`config.mk`:
```
export PLATFORM = sky130hd
export DESIGN_NAME = lacm_left_mix_cfg
export DESIGN_NICKNAME = d
export VERILOG_FILES = /design/src/lacm_pkg.sv /design/src/lacm_fs_tick.sv /design/src/lacm_gain_stepper.sv /design/src/lacm_left_mix_cfg.sv
export SDC_FILE = /design/constraint.sdc
export NUM_CORES = 1
export LEC_CHECK = 0
export BUFFER_PORTS_ARGS = -buffer_cell sky130_fd_sc_hd__buf_2
export CAP_MARGIN = 5
export CORE_MARGIN = 2
export CORE_UTILIZATION = 57
export DETAILED_ROUTE_END_ITERATION = 7
export GPL_TIMING_DRIVEN = 0
export HOLD_SLACK_MARGIN = 0.06
export PLACE_DENSITY_LB_ADDON = 0.15
export SLEW_MARGIN = 20
export SYNTH_ARGS = -nofsm -noshare
export SYNTH_HDL_FRONTEND = slang
export SYNTH_HIERARCHICAL = 1
export SYNTH_SLANG_ARGS = --single-unit
```
`constraint.sdc`:
```
create_clock -name core_clk -period 3.2 [get_ports core_clk]
set_input_delay 0.48 -clock core_clk [delete_from_list [all_inputs] [get_ports core_clk]]
set_output_delay 0.48 -clock core_clk [all_outputs]
set_load 0.01 [all_outputs]
```
`src/lacm_pkg.sv`:
```
package lacm_pkg;

  // ------------------------------------------------------------
  // Register offsets
  // ------------------------------------------------------------
  localparam logic [7:0] OFS_FIRST_LEFT_LINE  = 8'h13;
  localparam logic [7:0] OFS_SECOND_LEFT_LINE = 8'h14;
  localparam logic [7:0] OFS_FIRST_RIGHT_LINE = 8'h15;

  // ------------------------------------------------------------
  // Field positions
  // ------------------------------------------------------------
  localparam int BIT_DIFF     = 7;
  localparam int LVL_MSB      = 6;
  localparam int LVL_LSB      = 3;
  localparam int BIT_POWER    = 2;
  localparam int BIT_BIAS     = 2;
  localparam int STEP_MSB     = 1;
  localparam int STEP_LSB     = 0;

  // Writable bit masks; reserved low bits read as zero
  localparam logic [7:0] MASK_FIRST_LEFT  = 8'hff;
  localparam logic [7:0] MASK_SECOND_LEFT = 8'hfc;
  localparam logic [7:0] MASK_FIRST_RIGHT = 8'hf8;

  // ------------------------------------------------------------
  // Reset values
  // ------------------------------------------------------------
  localparam logic [7:0] RST_FIRST_LEFT  = 8'h78;
  localparam logic [7:0] RST_SECOND_LEFT = 8'h78;
  localparam logic [7:0] RST_FIRST_RIGHT = 8'h78;
  localparam logic [7:0] RDATA_UNMAPPED  = 8'h00;

  // ------------------------------------------------------------
  // Level codes and soft-step rates
  // ------------------------------------------------------------
  localparam logic [3:0] LVL_MAX_VALID  = 4'h8;
  localparam logic [3:0] LVL_DISCONNECT = 4'hf;
  localparam logic [1:0] STEP_EVERY_FS  = 2'h0;
  localparam logic [1:0] STEP_EVERY_2FS = 2'h1;

  // Number of inputs mixed into the left gain stage
  localparam int NUM_INPUTS = 3;

endpackage

```
`src/lacm_fs_tick.sv`:
```
`timescale 1ns/10ps

// Turns the asynchronous sample-rate pin into a one-cycle step tick
module lacm_fs_tick (
  // Clock and reset
  input  wire logic       core_clk,
  input  wire logic       nrst,
  // Sample-rate pin, not on core_clk
  input  wire logic       fs_pin,
  // Soft-step rate code
  input  wire logic [1:0] rate_sel,
  // One-cycle step strobe
  output logic            step_tick_r
);

  logic sync1_r;
  logic sync2_r;
  logic sync3_r;
  logic level_r;
  logic half_r;
  logic rise;

  // ------------------------------------------------------------
  // Synchroniser
  // ------------------------------------------------------------
  always_ff @(posedge core_clk or negedge nrst)
  begin
    if (!nrst)
    begin
      sync1_r <= 1'b0;
      sync2_r <= 1'b0;
      sync3_r <= 1'b0;
    end
    else
    begin
      sync1_r <= fs_pin;
      sync2_r <= sync1_r;
      sync3_r <= sync2_r;
    end
  end

  // A change is accepted only once the second and third stages agree
  assign rise = (sync2_r == sync3_r) && sync3_r && !level_r;

  always_ff @(posedge core_clk or negedge nrst)
  begin
    if (!nrst)
      level_r <= 1'b0;
    else if (sync2_r == sync3_r)
      level_r <= sync3_r;
  end

  // ------------------------------------------------------------
  // Rate divider
  // ------------------------------------------------------------
  always_ff @(posedge core_clk or negedge nrst)
  begin
    if (!nrst)
      half_r <= 1'b0;
    else if (rise)
      half_r <= ~half_r;
  end

  always_ff @(posedge core_clk or negedge nrst)
  begin
    if (!nrst)
      step_tick_r <= 1'b0;
    else if (rate_sel == lacm_pkg::STEP_EVERY_FS)
      step_tick_r <= rise;
    else if (rate_sel == lacm_pkg::STEP_EVERY_2FS)
      step_tick_r <= rise && half_r;
    else
      step_tick_r <= 1'b0;
  end

  a_tick_disabled: assert property (@(posedge core_clk) disable iff (!nrst)
    rate_sel[1] |=> !step_tick_r)
    else $error("step tick while soft-stepping disabled");

  a_tick_single: assert property (@(posedge core_clk) disable iff (!nrst)
    step_tick_r |=> !step_tick_r)
    else $error("step tick longer than one cycle");

endmodule

```
`src/lacm_gain_stepper.sv`:
```
`timescale 1ns/10ps

// Tracks one input's applied mix level toward its programmed code
module lacm_gain_stepper (
  // Clock and reset
  input  wire logic       core_clk,
  input  wire logic       nrst,
  // Programmed code and stepping control
  input  wire logic [3:0] target,
  input  wire logic       soft_en,
  input  wire logic       step_tick,
  // Applied state
  output logic [3:0]      level_r,
  output logic            connected_r
);

  logic valid;

  // Reserved codes are treated like the disconnect code
  assign valid = (target <= lacm_pkg::LVL_MAX_VALID);

  always_ff @(posedge core_clk or negedge nrst)
  begin
    if (!nrst)
      connected_r <= 1'b0;
    else
      connected_r <= valid;
  end

  // A fresh connection starts at the target; only live changes are stepped
  always_ff @(posedge core_clk or negedge nrst)
  begin
    if (!nrst)
      level_r <= lacm_pkg::LVL_MAX_VALID;
    else if (valid)
    begin
      if (!connected_r || !soft_en)
        level_r <= target;
      else if (step_tick && (level_r < target))
        level_r <= level_r + 4'h1;
      else if (step_tick && (level_r > target))
        level_r <= level_r - 4'h1;
    end
  end

  a_step_one: assert property (@(posedge core_clk) disable iff (!nrst)
    (connected_r && valid && soft_en)
      |=> (level_r == $past(level_r)) || (level_r == $past(level_r) + 4'h1)
          || (level_r + 4'h1 == $past(level_r)))
    else $error("applied level moved more than one step");

  a_step_hold: assert property (@(posedge core_clk) disable iff (!nrst)
    (connected_r && valid && soft_en && !step_tick) |=> (level_r == $past(level_r)))
    else $error("applied level moved without a step tick");

endmodule

```
`src/lacm_left_mix_cfg.sv`:
```
`timescale 1ns/10ps

// Notes on behaviour
// - Power bit of first-left-line register powers left ADC channel up when one.
// - Two-bit code: 00 step per fs, 01 per two fs, 10/11 no stepping.
// - Second-left-line bit 7 selects single-ended (0) or differential (1).
// - Second-left-line level codes 0..8 give 0 to -12 dB; 1111 disconnects.
// - Any valid gain code connects the input to the mix automatically.
// - Second-left-line bit 2 weakly biases unselected inputs to common mode.
// - Reserved low bits read zero, reset to zero; software writes zeros.
// - First-right-line bit 7 selects single-ended (0) or differential (1).
// - First-right-line level uses same coding; 1111 disconnects it.
// - First-left-line register also holds mode bit and four-bit level field.
module lacm_left_mix_cfg (
  // Clock and reset
  input  wire logic       core_clk,
  input  wire logic       nrst,
  // Register access port
  input  wire logic [7:0] reg_addr,
  input  wire logic [7:0] reg_wdata,
  input  wire logic       reg_wr,
  input  wire logic       reg_rd,
  output logic [7:0]      reg_rdata_r,
  // Sample-rate pin
  input  wire logic       fs_pin,
  // Channel controls
  output logic            adc_power_on_r,
  output logic            weak_bias_en_r,
  // First left line input
  output logic            first_left_diff_r,
  output logic            first_left_connected,
  output logic [3:0]      first_left_level,
  // Second left line input
  output logic            second_left_diff_r,
  output logic            second_left_connected,
  output logic [3:0]      second_left_level,
  // First right line input
  output logic            first_right_diff_r,
  output logic            first_right_connected,
  output logic [3:0]      first_right_level
);

  logic [7:0] first_left_r;
  logic [7:0] second_left_r;
  logic [7:0] first_right_r;
  logic [1:0] step_rate;
  logic       soft_en;
  logic       step_tick;
  logic [3:0] target   [lacm_pkg::NUM_INPUTS];
  logic [3:0] level    [lacm_pkg::NUM_INPUTS];
  logic       conn     [lacm_pkg::NUM_INPUTS];

  // Read value of an offset; unmapped offsets read as zero
  function automatic logic [7:0] read_mux(input logic [7:0] addr,
                                          input logic [7:0] r0,
                                          input logic [7:0] r1,
                                          input logic [7:0] r2);
    logic [7:0] v;
    v = lacm_pkg::RDATA_UNMAPPED;
    if (addr == lacm_pkg::OFS_FIRST_LEFT_LINE)
      v = r0;
    else if (addr == lacm_pkg::OFS_SECOND_LEFT_LINE)
      v = r1 & lacm_pkg::MASK_SECOND_LEFT;
    else if (addr == lacm_pkg::OFS_FIRST_RIGHT_LINE)
      v = r2 & lacm_pkg::MASK_FIRST_RIGHT;
    return v;
  endfunction

  // Level field of a routing register
  function automatic logic [3:0] level_of(input logic [7:0] r);
    return r[lacm_pkg::LVL_MSB:lacm_pkg::LVL_LSB];
  endfunction

  // ------------------------------------------------------------
  // Register writes
  // ------------------------------------------------------------
  // Reserved codes are stored as written; the stepper treats them as
  // disconnect, so a careless write cannot leave a half-routed input.
  always_ff @(posedge core_clk or negedge nrst)
  begin
    if (!nrst)
      first_left_r <= lacm_pkg::RST_FIRST_LEFT;
    else if (reg_wr && (reg_addr == lacm_pkg::OFS_FIRST_LEFT_LINE))
      first_left_r <= reg_wdata & lacm_pkg::MASK_FIRST_LEFT;
  end

  always_ff @(posedge core_clk or negedge nrst)
  begin
    if (!nrst)
      second_left_r <= lacm_pkg::RST_SECOND_LEFT;
    else if (reg_wr && (reg_addr == lacm_pkg::OFS_SECOND_LEFT_LINE))
      second_left_r <= reg_wdata & lacm_pkg::MASK_SECOND_LEFT;
  end

  always_ff @(posedge core_clk or negedge nrst)
  begin
    if (!nrst)
      first_right_r <= lacm_pkg::RST_FIRST_RIGHT;
    else if (reg_wr && (reg_addr == lacm_pkg::OFS_FIRST_RIGHT_LINE))
      first_right_r <= reg_wdata & lacm_pkg::MASK_FIRST_RIGHT;
  end

  // ------------------------------------------------------------
  // Register reads
  // ------------------------------------------------------------
  always_ff @(posedge core_clk or negedge nrst)
  begin
    if (!nrst)
      reg_rdata_r <= lacm_pkg::RDATA_UNMAPPED;
    else if (reg_rd)
      reg_rdata_r <= read_mux(reg_addr, first_left_r, second_left_r, first_right_r);
  end

  // ------------------------------------------------------------
  // Channel controls
  // ------------------------------------------------------------
  always_ff @(posedge core_clk or negedge nrst)
  begin
    if (!nrst)
      adc_power_on_r <= 1'b0;
    else
      adc_power_on_r <= first_left_r[lacm_pkg::BIT_POWER];
  end

  always_ff @(posedge core_clk or negedge nrst)
  begin
    if (!nrst)
      weak_bias_en_r <= 1'b0;
    else
      weak_bias_en_r <= second_left_r[lacm_pkg::BIT_BIAS];
  end

  // The right channel owns its own copy of each shared input's mode; this
  // block cannot see it, so matching the two is left to software.
  always_ff @(posedge core_clk or negedge nrst)
  begin
    if (!nrst)
    begin
      first_left_diff_r  <= 1'b0;
      second_left_diff_r <= 1'b0;
      first_right_diff_r <= 1'b0;
    end
    else
    begin
      first_left_diff_r  <= first_left_r[lacm_pkg::BIT_DIFF];
      second_left_diff_r <= second_left_r[lacm_pkg::BIT_DIFF];
      first_right_diff_r <= first_right_r[lacm_pkg::BIT_DIFF];
    end
  end

  // ------------------------------------------------------------
  // Soft-stepping
  // ------------------------------------------------------------
  assign step_rate = first_left_r[lacm_pkg::STEP_MSB:lacm_pkg::STEP_LSB];
  assign soft_en   = !step_rate[1];

  lacm_fs_tick u_fs_tick (
    .core_clk    (core_clk),
    .nrst        (nrst),
    .fs_pin      (fs_pin),
    .rate_sel    (step_rate),
    .step_tick_r (step_tick)
  );

  assign target[0] = level_of(first_left_r);
  assign target[1] = level_of(second_left_r);
  assign target[2] = level_of(first_right_r);

  genvar gi;
  generate
    for (gi = 0; gi < lacm_pkg::NUM_INPUTS; gi++)
    begin : g_input
      lacm_gain_stepper u_stepper (
        .core_clk    (core_clk),
        .nrst        (nrst),
        .target      (target[gi]),
        .soft_en     (soft_en),
        .step_tick   (step_tick),
        .level_r     (level[gi]),
        .connected_r (conn[gi])
      );
    end
  endgenerate

  assign first_left_level      = level[0];
  assign first_left_connected  = conn[0];
  assign second_left_level     = level[1];
  assign second_left_connected = conn[1];
  assign first_right_level     = level[2];
  assign first_right_connected = conn[2];

  // ------------------------------------------------------------
  // Checks
  // ------------------------------------------------------------
  a_power_follow: assert property (@(posedge core_clk) disable iff (!nrst)
    (reg_wr && reg_addr == lacm_pkg::OFS_FIRST_LEFT_LINE)
      |-> ##2 (adc_power_on_r == $past(reg_wdata[2], 2)))
    else $error("left channel power does not follow written bit");

  a_second_mode: assert property (@(posedge core_clk) disable iff (!nrst)
    (reg_wr && reg_addr == lacm_pkg::OFS_SECOND_LEFT_LINE)
      |-> ##2 (second_left_diff_r == $past(reg_wdata[7], 2)))
    else $error("second left input mode does not follow written bit");

  a_right_mode: assert property (@(posedge core_clk) disable iff (!nrst)
    (reg_wr && reg_addr == lacm_pkg::OFS_FIRST_RIGHT_LINE)
      |-> ##2 (first_right_diff_r == $past(reg_wdata[7], 2)))
    else $error("first right input mode does not follow written bit");

  a_bias_follow: assert property (@(posedge core_clk) disable iff (!nrst)
    (reg_wr && reg_addr == lacm_pkg::OFS_SECOND_LEFT_LINE)
      |-> ##2 (weak_bias_en_r == $past(reg_wdata[2], 2)))
    else $error("weak bias does not follow written bit");

  a_reserved_zero: assert property (@(posedge core_clk) disable iff (!nrst)
    (reg_rd && (reg_addr == lacm_pkg::OFS_SECOND_LEFT_LINE
                || reg_addr == lacm_pkg::OFS_FIRST_RIGHT_LINE))
      |=> (reg_rdata_r[1:0] == 2'h0) && (reg_rdata_r[2] == 1'b0 || !$past(reg_addr[0])))
    else $error("reserved bits read nonzero");

  a_second_conn: assert property (@(posedge core_clk) disable iff (!nrst)
    (target[1] <= lacm_pkg::LVL_MAX_VALID) |=> second_left_connected)
    else $error("valid code did not connect second left input");

  a_second_disc: assert property (@(posedge core_clk) disable iff (!nrst)
    (target[1] == lacm_pkg::LVL_DISCONNECT) |=> !second_left_connected)
    else $error("disconnect code left second left input connected");

  a_right_conn: assert property (@(posedge core_clk) disable iff (!nrst)
    (target[2] == lacm_pkg::LVL_DISCONNECT) |=> !first_right_connected)
    else $error("disconnect code left first right input connected");

  a_left_level: assert property (@(posedge core_clk) disable iff (!nrst)
    (!soft_en && target[0] <= lacm_pkg::LVL_MAX_VALID) |=> (first_left_level == $past(target[0])))
    else $error("first left level not applied at once with stepping off");

  a_step_jump: assert property (@(posedge core_clk) disable iff (!nrst)
    (!soft_en && target[1] <= lacm_pkg::LVL_MAX_VALID) |=> (second_left_level == $past(target[1])))
    else $error("second left level stepped while stepping disabled");

  // ------------------------------------------------------------
  // Register checks
  // ------------------------------------------------------------
  // Reads must show the stored byte of the offset sampled with the strobe,
  // whatever writes came before.
  a_read_first: assert property (@(posedge core_clk) disable iff (!nrst)
    (reg_rd && reg_addr == lacm_pkg::OFS_FIRST_LEFT_LINE)
      |=> (reg_rdata_r == $past(first_left_r)))
    else $error("first left read does not show stored byte");

  a_read_second: assert property (@(posedge core_clk) disable iff (!nrst)
    (reg_rd && reg_addr == lacm_pkg::OFS_SECOND_LEFT_LINE)
      |=> (reg_rdata_r == $past(second_left_r)))
    else $error("second left read does not show stored byte");

  a_read_right: assert property (@(posedge core_clk) disable iff (!nrst)
    (reg_rd && reg_addr == lacm_pkg::OFS_FIRST_RIGHT_LINE)
      |=> (reg_rdata_r == $past(first_right_r)))
    else $error("first right read does not show stored byte");

  a_reserved_store: assert property (@(posedge core_clk) disable iff (!nrst)
    (second_left_r[1:0] == 2'h0) && (first_right_r[2:0] == 3'h0))
    else $error("reserved bits stored nonzero");

  a_unmapped_read: assert property (@(posedge core_clk) disable iff (!nrst)
    (reg_rd && (reg_addr < lacm_pkg::OFS_FIRST_LEFT_LINE
                || reg_addr > lacm_pkg::OFS_FIRST_RIGHT_LINE))
      |=> (reg_rdata_r == lacm_pkg::RDATA_UNMAPPED))
    else $error("unmapped offset read nonzero");

  a_left_mode: assert property (@(posedge core_clk) disable iff (!nrst)
    (reg_wr && reg_addr == lacm_pkg::OFS_FIRST_LEFT_LINE)
      |-> ##2 (first_left_diff_r == $past(reg_wdata[7], 2)))
    else $error("first left input mode does not follow written bit");

  // ------------------------------------------------------------
  // Routing checks
  // ------------------------------------------------------------
  // Connection follows the code one edge later, stepping or not
  a_first_conn: assert property (@(posedge core_clk) disable iff (!nrst)
    (target[0] <= lacm_pkg::LVL_MAX_VALID)
      |=> first_left_connected)
    else $error("valid code did not connect first left input");

  a_first_disc: assert property (@(posedge core_clk) disable iff (!nrst)
    (target[0] == lacm_pkg::LVL_DISCONNECT)
      |=> !first_left_connected)
    else $error("disconnect code left first left input connected");

  a_right_valid: assert property (@(posedge core_clk) disable iff (!nrst)
    (target[2] <= lacm_pkg::LVL_MAX_VALID)
      |=> first_right_connected)
    else $error("valid code did not connect first right input");

  a_right_level: assert property (@(posedge core_clk) disable iff (!nrst)
    (!soft_en && target[2] <= lacm_pkg::LVL_MAX_VALID)
      |=> (first_right_level == $past(target[2])))
    else $error("first right level not applied at once with stepping off");

endmodule

```
# After elaboration in Yosys (flattened, before gate mapping)
# Index checks and enable logic that the tools add are counted.
# totals
register_bits	53
inputBits	21
elab_cells	82
# classes
n_addsub	6
n_lt_le_gt_ge	9
eq_ne	5
mux	14
n_bitwise	1
reduce_logical	26
# ops
op	n
$mux W4	9
$eq A8 B5 Y1 const B	3
$mux W8	3
$add A4 B1 Y4 const B	3
$gt A4 B4 Y1	3
$le A4 B4 Y1 const B	3
$logic_and A1 B1 Y1	12
$lt A4 B4 Y1	3
$sub A4 B1 Y4 const B	3
$reduce_bool A3 Y1	3
$reduce_and A2 Y1	3
$logic_not A1 Y1	4
$logic_or A1 B1 Y1	3
$eq A2 B1 Y1 const B	1
$logic_not A2 Y1	1
$mux W1	2
$eq A1 B1 Y1	1
$not A1 Y1	1

# Logic depth before layout (Yosys ltp)
# Gate-level depths: netlist (run 1).
# logic_depth
word_depth	6
ltp_mapped	12
mapped_depth_nobuf	12

# Modules after synthesis
# Netlist (run 1), hierarchy kept.
# modules_own_cells
module	n_inst	cells_each	area_per_inst_um2
lacm_gain_stepper	3	50	484.2
lacm_left_mix_cfg	1	104	1368.8
lacm_fs_tick	1	12	216.5

# Worst setup path after synthesis (run 1)
# Ideal clock, no wire load.
# synth_timing
path_type	register -> register
from	register second_left_r[4]
to	register g_input[1].u_stepper.level_r[3]
setup_time_ns	0.085
t_arrival_ns	2.620
t_required_ns	3.115
slack_ns	0.495
stages_incl_launch_ff	13
synth_period_minus_slack_ns	2.705
path_cell_list	dfstp_2 inv_1 ha_1 nor2b_2 o211ai_2 and2_2 inv_1 ha_1 a21o_1 a2111oi_0 a21boi_0 a221oi_1 o221ai_1
# synth_via
elab_chain_len	4
elab_cells_between_ends	9
classes_between	3 x order compare; 2 x mux; 4 x reduce/logical
# synth_rtl
element	line	source
start: declaration	lacm_left_mix_cfg.sv:44	logic [7:0] second_left_r;
start signal: assignment	lacm_left_mix_cfg.sv:90	second_left_r <= lacm_pkg::RST_SECOND_LEFT;
start signal: assignment	lacm_left_mix_cfg.sv:92	second_left_r <= reg_wdata & lacm_pkg::MASK_SECOND_LEFT;
$gt A4 B4 Y1 / $lt A4 B4 Y1 (equally long branches)	lacm_gain_stepper.sv:41, lacm_gain_stepper.sv:39	
$logic_and A1 B1 Y1 (on tied branches)	lacm_gain_stepper.sv:41, lacm_gain_stepper.sv:39	
$reduce_bool A3 Y1 (no line) / $mux W4 (equally long branches)	--	
$reduce_and A2 Y1 (no line) / $mux W4 (equally long branches)	--	
end signal: assignment	lacm_gain_stepper.sv:38	level_r <= target;
end signal: assignment	lacm_gain_stepper.sv:40	level_r <= level_r + 4'h1;
end signal: assignment	lacm_gain_stepper.sv:42	level_r <= level_r - 4'h1;
end: declaration	lacm_gain_stepper.sv:13	output logic [3:0] level_r,
# Several ways; a longest one is shown, not always the timed one.
# A chain may end at the register's enable or synchronous reset.

# Final worst setup path (run 1)
# layout_timing
from	register first_right_r[4]
to	register g_input[2].u_stepper.level_r[3]
# layout_via
elab_chain_len	4
elab_cells_between_ends	9
classes_between	3 x order compare; 2 x mux; 4 x reduce/logical
# layout_rtl
element	line	source
start: declaration	lacm_left_mix_cfg.sv:45	logic [7:0] first_right_r;
start signal: assignment	lacm_left_mix_cfg.sv:98	first_right_r <= lacm_pkg::RST_FIRST_RIGHT;
start signal: assignment	lacm_left_mix_cfg.sv:100	first_right_r <= reg_wdata & lacm_pkg::MASK_FIRST_RIGHT;
$gt A4 B4 Y1 / $lt A4 B4 Y1 (equally long branches)	lacm_gain_stepper.sv:41, lacm_gain_stepper.sv:39	
$logic_and A1 B1 Y1 (on tied branches)	lacm_gain_stepper.sv:41, lacm_gain_stepper.sv:39	
$reduce_bool A3 Y1 (no line) / $mux W4 (equally long branches)	--	
$reduce_and A2 Y1 (no line) / $mux W4 (equally long branches)	--	
end signal: assignment	lacm_gain_stepper.sv:38	
end signal: assignment	lacm_gain_stepper.sv:40	
end signal: assignment	lacm_gain_stepper.sv:42	
end: declaration	lacm_gain_stepper.sv:13	
# Several ways; a longest one is shown, not always the timed one.

==> run metrics, run 1 <==
HP Class in -> async; Layout Nets 364; die area 5930 sq um; Max Fclk 0.337 GHz; Critical Path Fanout Max 5; Skew-Pair Late Insertion Delay 0.30 ns; fill count 427; worst rel slew slack 33.3%; Non-Filler Instances 392; initial core utilization 59.1%; Post-DRT Antenna Nets 0; Root Buffer clkbuf_8; global route overflow 0; die width 77.0 um; flip-flop and latch count after synthesis 53; clock slew at reported path FFs 0.09 ns; asr flop ratio synth 100%; Warnings, synthesis 6; depth of the CTS H-tree 2; Finished Cell Area 3480 sq um; register area 1350 sq um; busiest grt layer met2; I/O pins 49; Post-synth top flop dfrtp_1; P per Cell Area 641 nW/um^2; most instantiated cells after synthesis dfrtp_1 (38), inv_1 (32), ha_1 (19), a21oi_1 (15), dfstp_2 (15); core box area 5140 sq um; all-layer global routing usage 21.5%; Netlist Area Pre-Place 3040 sq um; syn_area_per_cell 11.4 sq um; Worst Tran Pin Value 0.991 ns; Placer Congestion 0.841; hpwl dp 4.54 mm; largest net degree at the start of global routing 54; Post-synth EDFFs 0; first-pass GRT wire length 10.5 mm; count leader, synth dfrtp_1; share of layout cells above drive strength 1 39.4%; status completed; wire per inst 15.1 um; Synth top area share 31.3%; area of the multi-input gates 1560 sq um; arrival time at the worst endpoint 3.17 ns; Post-Route WL 5.94 mm; Worst VDD drop 0.000437 V; DR pass1 iterations 4; Post-DP Area 3370 sq um; vias in the first global route 2224; Fin. Hold Viols 0; TritonCTS buffer count 5; cell count after synthesis 266; Area contributors post-synth dfrtp_1 (31%), dfstp_2 (13%), ha_1 (7.8%); Final Setup Violations 0; die height 77.0 um; Rows 26; Max Slew Vio Count 0; Lkg Pwr 0.00160 uW; share of the yosys chip area belonging to registers 44.3%; Via Count 2197; syn_nets 309; worst setup margin 0.234 ns; GR met1 Demand/Resource 30.8%; Worst Skew 0.00775 ns; M2 GR Usage 35.6%; IO buf count 48; WHS 0.203 ns; Worst Setup Path Type reg -> reg; Layout area overhead 14.6%; crit share post-route 92.7%; critical path data required time 3.41 ns; TritonCTS clock tree yes; max_cap viols 0; Placement Setup Slack 0.188 ns; startpoint class of the critical path register; initial drt markers 83; met3 Track Usage GR 2.71%; Critical Path Sink Type register; # DRC 0; initial antenna violation count 0; ant diodes 0; Netlist cell types 46; cell count after placement 384; area leader, netlist dfrtp_1; total clock sinks 53; via/cell ratio 5.60; min Tclk post-route 2.97 ns; Post-CTS Setup Bufs 0; CTS max path bufs 2
sequential cells by signal, indices dropped and copies added, names as in the netlist:
register,count
u_fs_tick/half_r,1
g_input.u_stepper/level_r,12
adc_power_on_r,1
second_left_r,6
u_fs_tick/sync3_r,1
first_right_diff_r,1
u_fs_tick/sync1_r,1
second_left_diff_r,1
u_fs_tick/sync2_r,1
first_right_r,5
first_left_r,8
weak_bias_en_r,1
reg_rdata_r,8
u_fs_tick/level_r,1
u_fs_tick/step_tick_r,1
first_left_diff_r,1
g_input.u_stepper/connected_r,3
per-stage QoR:
step / total power [uW] / utilization, % / TNS, ns
2_1_floorplan: 1580 / - / 0
3_3_place_gp: 1810 / 65.5 / 0
3_5_place_dp: 1840 / 65.5 / 0
4_1_cts: 2250 / 67.5 / 0
5_1_grt: 2420 / 67.7 / -0.00102
6_report: 2230 / 67.7 / 0
layout by cell type, fill, tap and decap left out, types with 4 or more instances in the layout:
master / instances
nand2_1: 4
mux2_4: 9
nor3_1: 6
nor2_1: 6
o22ai_1: 8
clkbuf_8: 6
ha_1: 19
buf_2: 47
mux2_2: 14
a22oi_1: 6
mux2_1: 6
xnor2_1: 4
dfrtp_1: 38
inv_1: 32
a21oi_1: 15
o21ai_0: 8
a21o_1: 8
dfstp_2: 15
where the power goes:
part	total, uW	internal (uW)	switching (uW)
registers	929	792	137
logic	912	454	458
clock network	393	180	213
total	2230	1430	808
path summary, 6_finish.rpt:
check	start	to	slack, ns	cells past startpoint
setup / recovery	first_right_r[4]	g_input[2].u_stepper/level_r[3]	0.23	12
hold / removal	nrst	first_right_r[7]	0.20	1
setup reg to reg	first_right_r[4]	g_input[2].u_stepper/level_r[3]	0.23	12
hold reg to reg	u_fs_tick/sync1_r	u_fs_tick/sync2_r	0.36	0
max in group asynchronous	nrst	g_input[2].u_stepper/connected_r	2.55	1
min in group core_clk	fs_pin	u_fs_tick/sync1_r	0.28	1
critical path: stages, from the launching register on:
cell and delay, ns:
dfstp_2 0.59, inv_1 0.05, ha_1 0.29, nor2b_2 0.16
o211ai_2 0.18, and2_2 0.19, inv_1 0.09, ha_1 0.29
a21o_1 0.20, a2111oi_2 0.35, a21boi_0 0.21, a221oi_1 0.07
o221ai_1 0.20
repair_timing:
| item | in CTS | in global routing |
|---|---|---|
| gates resized for setup | 0 | 4 |
| endpoints found under the setup margin | 0 | 2 |
| hold buffers | 0 | 0 |
per-layer routing:
metal  vias to the layer above  routed length, um
met5                         -                  0
met4                         0                 34
met3                         4                191
met2                        44               2900
met1                      1075               2810
li1                       1074                  -
kinds of logic after synthesis:
family	share of synthesized area, %
AO/OA/AOI/OAI	17.2
XOR/XNOR	2.02
adder cells (fa/ha/maj)	9.80
buffers and inverters	4.86
flip-flops	44.3
multiplexers	11.9
AND/OR/NAND/NOR	10.0
area by class of cell:
cell class / count / share of cell area [%]
Timing Repair Buffer: 48 / 6.97
Buffer: 5 / 0.791
Multi-Input combinational cell: 176 / 44.8
Tap cell: 70 / 2.52
Clock buffer: 6 / 2.37
Clock inverter: 2 / 0.503
Sequential cell: 53 / 38.6
Inverter: 32 / 3.45
No activity file was read; power rests on OpenSTA's default activity.
==> inputs of run 2 (changes only) <==
--- a/config.mk
+++ b/config.mk
@@ -5,6 +5,7 @@
 export SDC_FILE = /design/constraint.sdc
 export NUM_CORES = 1
 export LEC_CHECK = 0
+export ABC_AREA = 1
 export BUFFER_PORTS_ARGS = -buffer_cell sky130_fd_sc_hd__buf_2
 export CAP_MARGIN = 5
 export CORE_MARGIN = 2
==> run metrics, run 2 <==
status completed; CP dominant cell by count nand2_1; Critical R2R Launch first_right_r[6]; die width 80.3 um (+4.3%); Worst Skew 0.00528 ns (-0.00248 ns); die height 80.3 um (+4.3%); via/cell ratio 5.13 (-8.4%); cell count after synthesis 404 (+52%); P per Cell Area 436 nW/um^2 (-32%); cell family with most CP delay simple AND/OR/NAND/NOR gates; critical-path cell list inv_1 -> ha_1 -> nand2_1 -> inv_1 -> nor2_2 -> nand2_2 -> ha_1 -> nand3_1 -> nand3_1 -> nand2_1 -> nand2_1 -> inv_1 -> nand2_1 -> nand2_1 -> nor2_1 -> nor2_1; syn_nets 447 (+45%); clock slew at reported path FFs 0.10 ns (about the same); ant diodes 0 (unchanged); # DRC 0 (unchanged); Post-CTS Setup Bufs 0 (unchanged); arrival time at the worst endpoint 2.61 ns (-0.56 ns); Final Setup Violations 0 (unchanged); worst setup margin 0.838 ns (+0.605 ns); wire per inst 12.6 um (-17%); R2R setup slack 0.84 ns (+0.60 ns); crit share post-route 73.8% (-19 points); largest register by flop count g_input.u_stepper/level_r; Placer Congestion 0.935 (+11%); Rows 27 (+3.8%); combinational share of power 26.5% (-14 points); TritonCTS buffer count 5 (unchanged); RSZ-0062 raised after global routing no; register area 1350 sq um (unchanged); initial antenna violation count 0 (unchanged); count leader, synth nand2_1; Via Count 2725 (+24%); Skew-Pair Late Insertion Delay 0.31 ns (about the same); total clock sinks 53 (unchanged); asr flop ratio synth 100% (unchanged); Netlist cell types 30 (-35%); reg2reg end g_input[2].u_stepper/level_r[3]; IO buf count 47 (-2.1%); Seq pwr share 49.9% (+8.3 points); Lkg Pwr 0.00206 uW (+29%); Fin. Hold Viols 0 (unchanged); WP buf/inv 3 (+1); Layout Nets 501 (+38%); Max Slew Vio Count 0 (unchanged); first-pass GRT wire length 11.8 mm (+12%); hpwl dp 5.15 mm (+13%); most instantiated cells after synthesis nand2_1 (119), inv_1 (55), dfrtp_1 (38), nand3_1 (29); global route overflow 0 (unchanged); Post-DRT Antenna Nets 0 (unchanged); vias in the first global route 2662 (+20%); Area contributors post-synth dfrtp_1 (29%), nand2_1 (13%), dfstp_2 (12%); fill count 509 (+19%); setup TNS 0 ns (unchanged); Psw 565 uW (-30%); Post-synth top flop dfrtp_1; TritonCTS clock tree yes; I/O pins 49 (unchanged); Slowest-stage cell, CP dfstp_2; most frequent cells in the layout nand2_1 (119), inv_1 (55), buf_2 (48); Placement Setup Slack 0.836 ns (+0.648 ns); Reg2Reg Depth 16 (+4); depth of the CTS H-tree 2 (unchanged); HP Class in -> async; Post-Route WL 6.70 mm (+13%); area leader, netlist dfrtp_1; Critical Path Fanout Max 5 (unchanged); Worst VDD drop 0.000249 V (-43%); Layout area overhead 12.6%; area of the multi-input gates 1660 sq um (+6.7%); PostCTS Resize Cnt 0 (unchanged); P_int 1070 uW (-25%); Warnings, synthesis 6 (unchanged); worst rel slew slack 56.8% (+23 points); Max Fclk 0.423 GHz (+26%); initial drt markers 138 (+66%); Netlist Area Pre-Place 3320 sq um (+9.3%); commonest non-fill, non-tap cell in the layout nand2_1; Clock power frac 23.6% (+6.0 points); Worst Setup Path Type reg -> reg; all-layer global routing usage 23.7% (+2.1 points); startpoint class of the critical path register; share of layout cells above drive strength 1 28.8% (-11 points); die area 6450 sq um (+8.8%); share of the yosys chip area belonging to registers 40.5% (-3.8 points); Hold Buf Count CTS 0 (unchanged); min Tclk post-route 2.36 ns (-0.605 ns); max_cap viols 0 (unchanged); largest net degree at the start of global routing 54 (unchanged); PnR Total Power 1630 uW (-27%); flip-flop and latch count after synthesis 53 (unchanged); Worst path max stage delay 0.61 ns (+0.02 ns); syn_area_per_cell 8.22 sq um (-28%); CTS max path bufs 2 (unchanged); critical path data required time 3.45 ns (+0.04 ns); Root Buffer clkbuf_8; Switching Share 34.7% (-1.5 points); core box area 5570 sq um (+8.4%); Post-synth EDFFs 0 (unchanged); biggest regs g_input.u_stepper/level_r: 12 flops, first_left_r: 8 flops, reg_rdata_r: 8 flops; initial core utilization 59.6% (+0.47 points); Critical Path Sink Type register; max FFs per register 12 (unchanged); Worst Tran Pin Value 0.648 ns (-0.343 ns); DR pass1 iterations 4 (unchanged); Synth top area share 28.6% (-2.7 points)
==> run 2: changes by cell type after synthesis, sizes merged, moves of 8 or more <==
cell and change:
a21o -8, o22ai -8, nor2 +20, nand2 +133, mux2 -29, inv +29, nand3 +31, o21ai +23
==> run 2: worst max path at each step <==
stage,startpoint,endpoint,slack [ns],depth (start not counted)
finish,first_right_r[6],g_input[2].u_stepper/level_r[3],0.84,16
global route,first_right_r[6],g_input[2].u_stepper/level_r[3],0.67,16
CTS,first_right_r[6],g_input[2].u_stepper/level_r[3],0.82,16
detailed placement,first_right_r[6],g_input[2].u_stepper/level_r[3],0.84,16
global placement,first_right_r[6],g_input[2].u_stepper/level_r[3],0.95,16
floorplan,second_left_r[6],g_input[1].u_stepper/level_r[3],1.10,16
==> run 2: final cells by class <==
type | count | share of cell area, %
Inverter | 67 | 6.72
Buffer | 5 | 1.64
Clock inverter | 3 | 0.602
Sequential cell | 53 | 36.0
Multi-Input combinational cell | 279 | 44.5
Timing Repair Buffer | 47 | 6.36
Clock buffer | 5 | 1.84
Tap cell | 72 | 2.41
==> run 2: routing by layer <==
metal / up-vias / GRT usage (%) / part of all wire (%)
met4: 0 / 6.61 / 1.2
met1: 1277 / 30.1 / 45
li1: 1376 / - / -
met3: 9 / 2.92 / 3.2
met5: - / 0 / 0
met2: 63 / 42.3 / 50
==> run 2: kinds of logic after synthesis <==
family	count (synthesis)	synth area share, %
AOI/OAI and AO/OA	50	10.3
adders and majority gates	22	8.97
buffers and inverters	72	9.42
DFF	53	40.5
and+or+nand+nor	207	30.8
==> run 2: through the flow <==
step / utilization, % / instance area (sq um) / instances / hold WS [ns]
after floorplan: - / 3320 / 404 / 0.184
after global placement: 65.4 / 3650 / 523 / 0.336
after detailed placement: 65.5 / 3650 / 523 / 0.340
after CTS: 67.1 / 3740 / 531 / 0.215
after global routing: 67.1 / 3740 / 531 / 0.250
final: 67.1 / 3740 / 531 / 0.167
==> run 2: power by group through the flow <==
stage	Sequential (uW)	Combinational [uW]	Clock, uW
6_report	813	433	385
5_1_grt	824	496	425
4_1_cts	813	437	399
3_5_place_dp	826	434	0
3_3_place_gp	823	412	0
2_1_floorplan	826	293	0
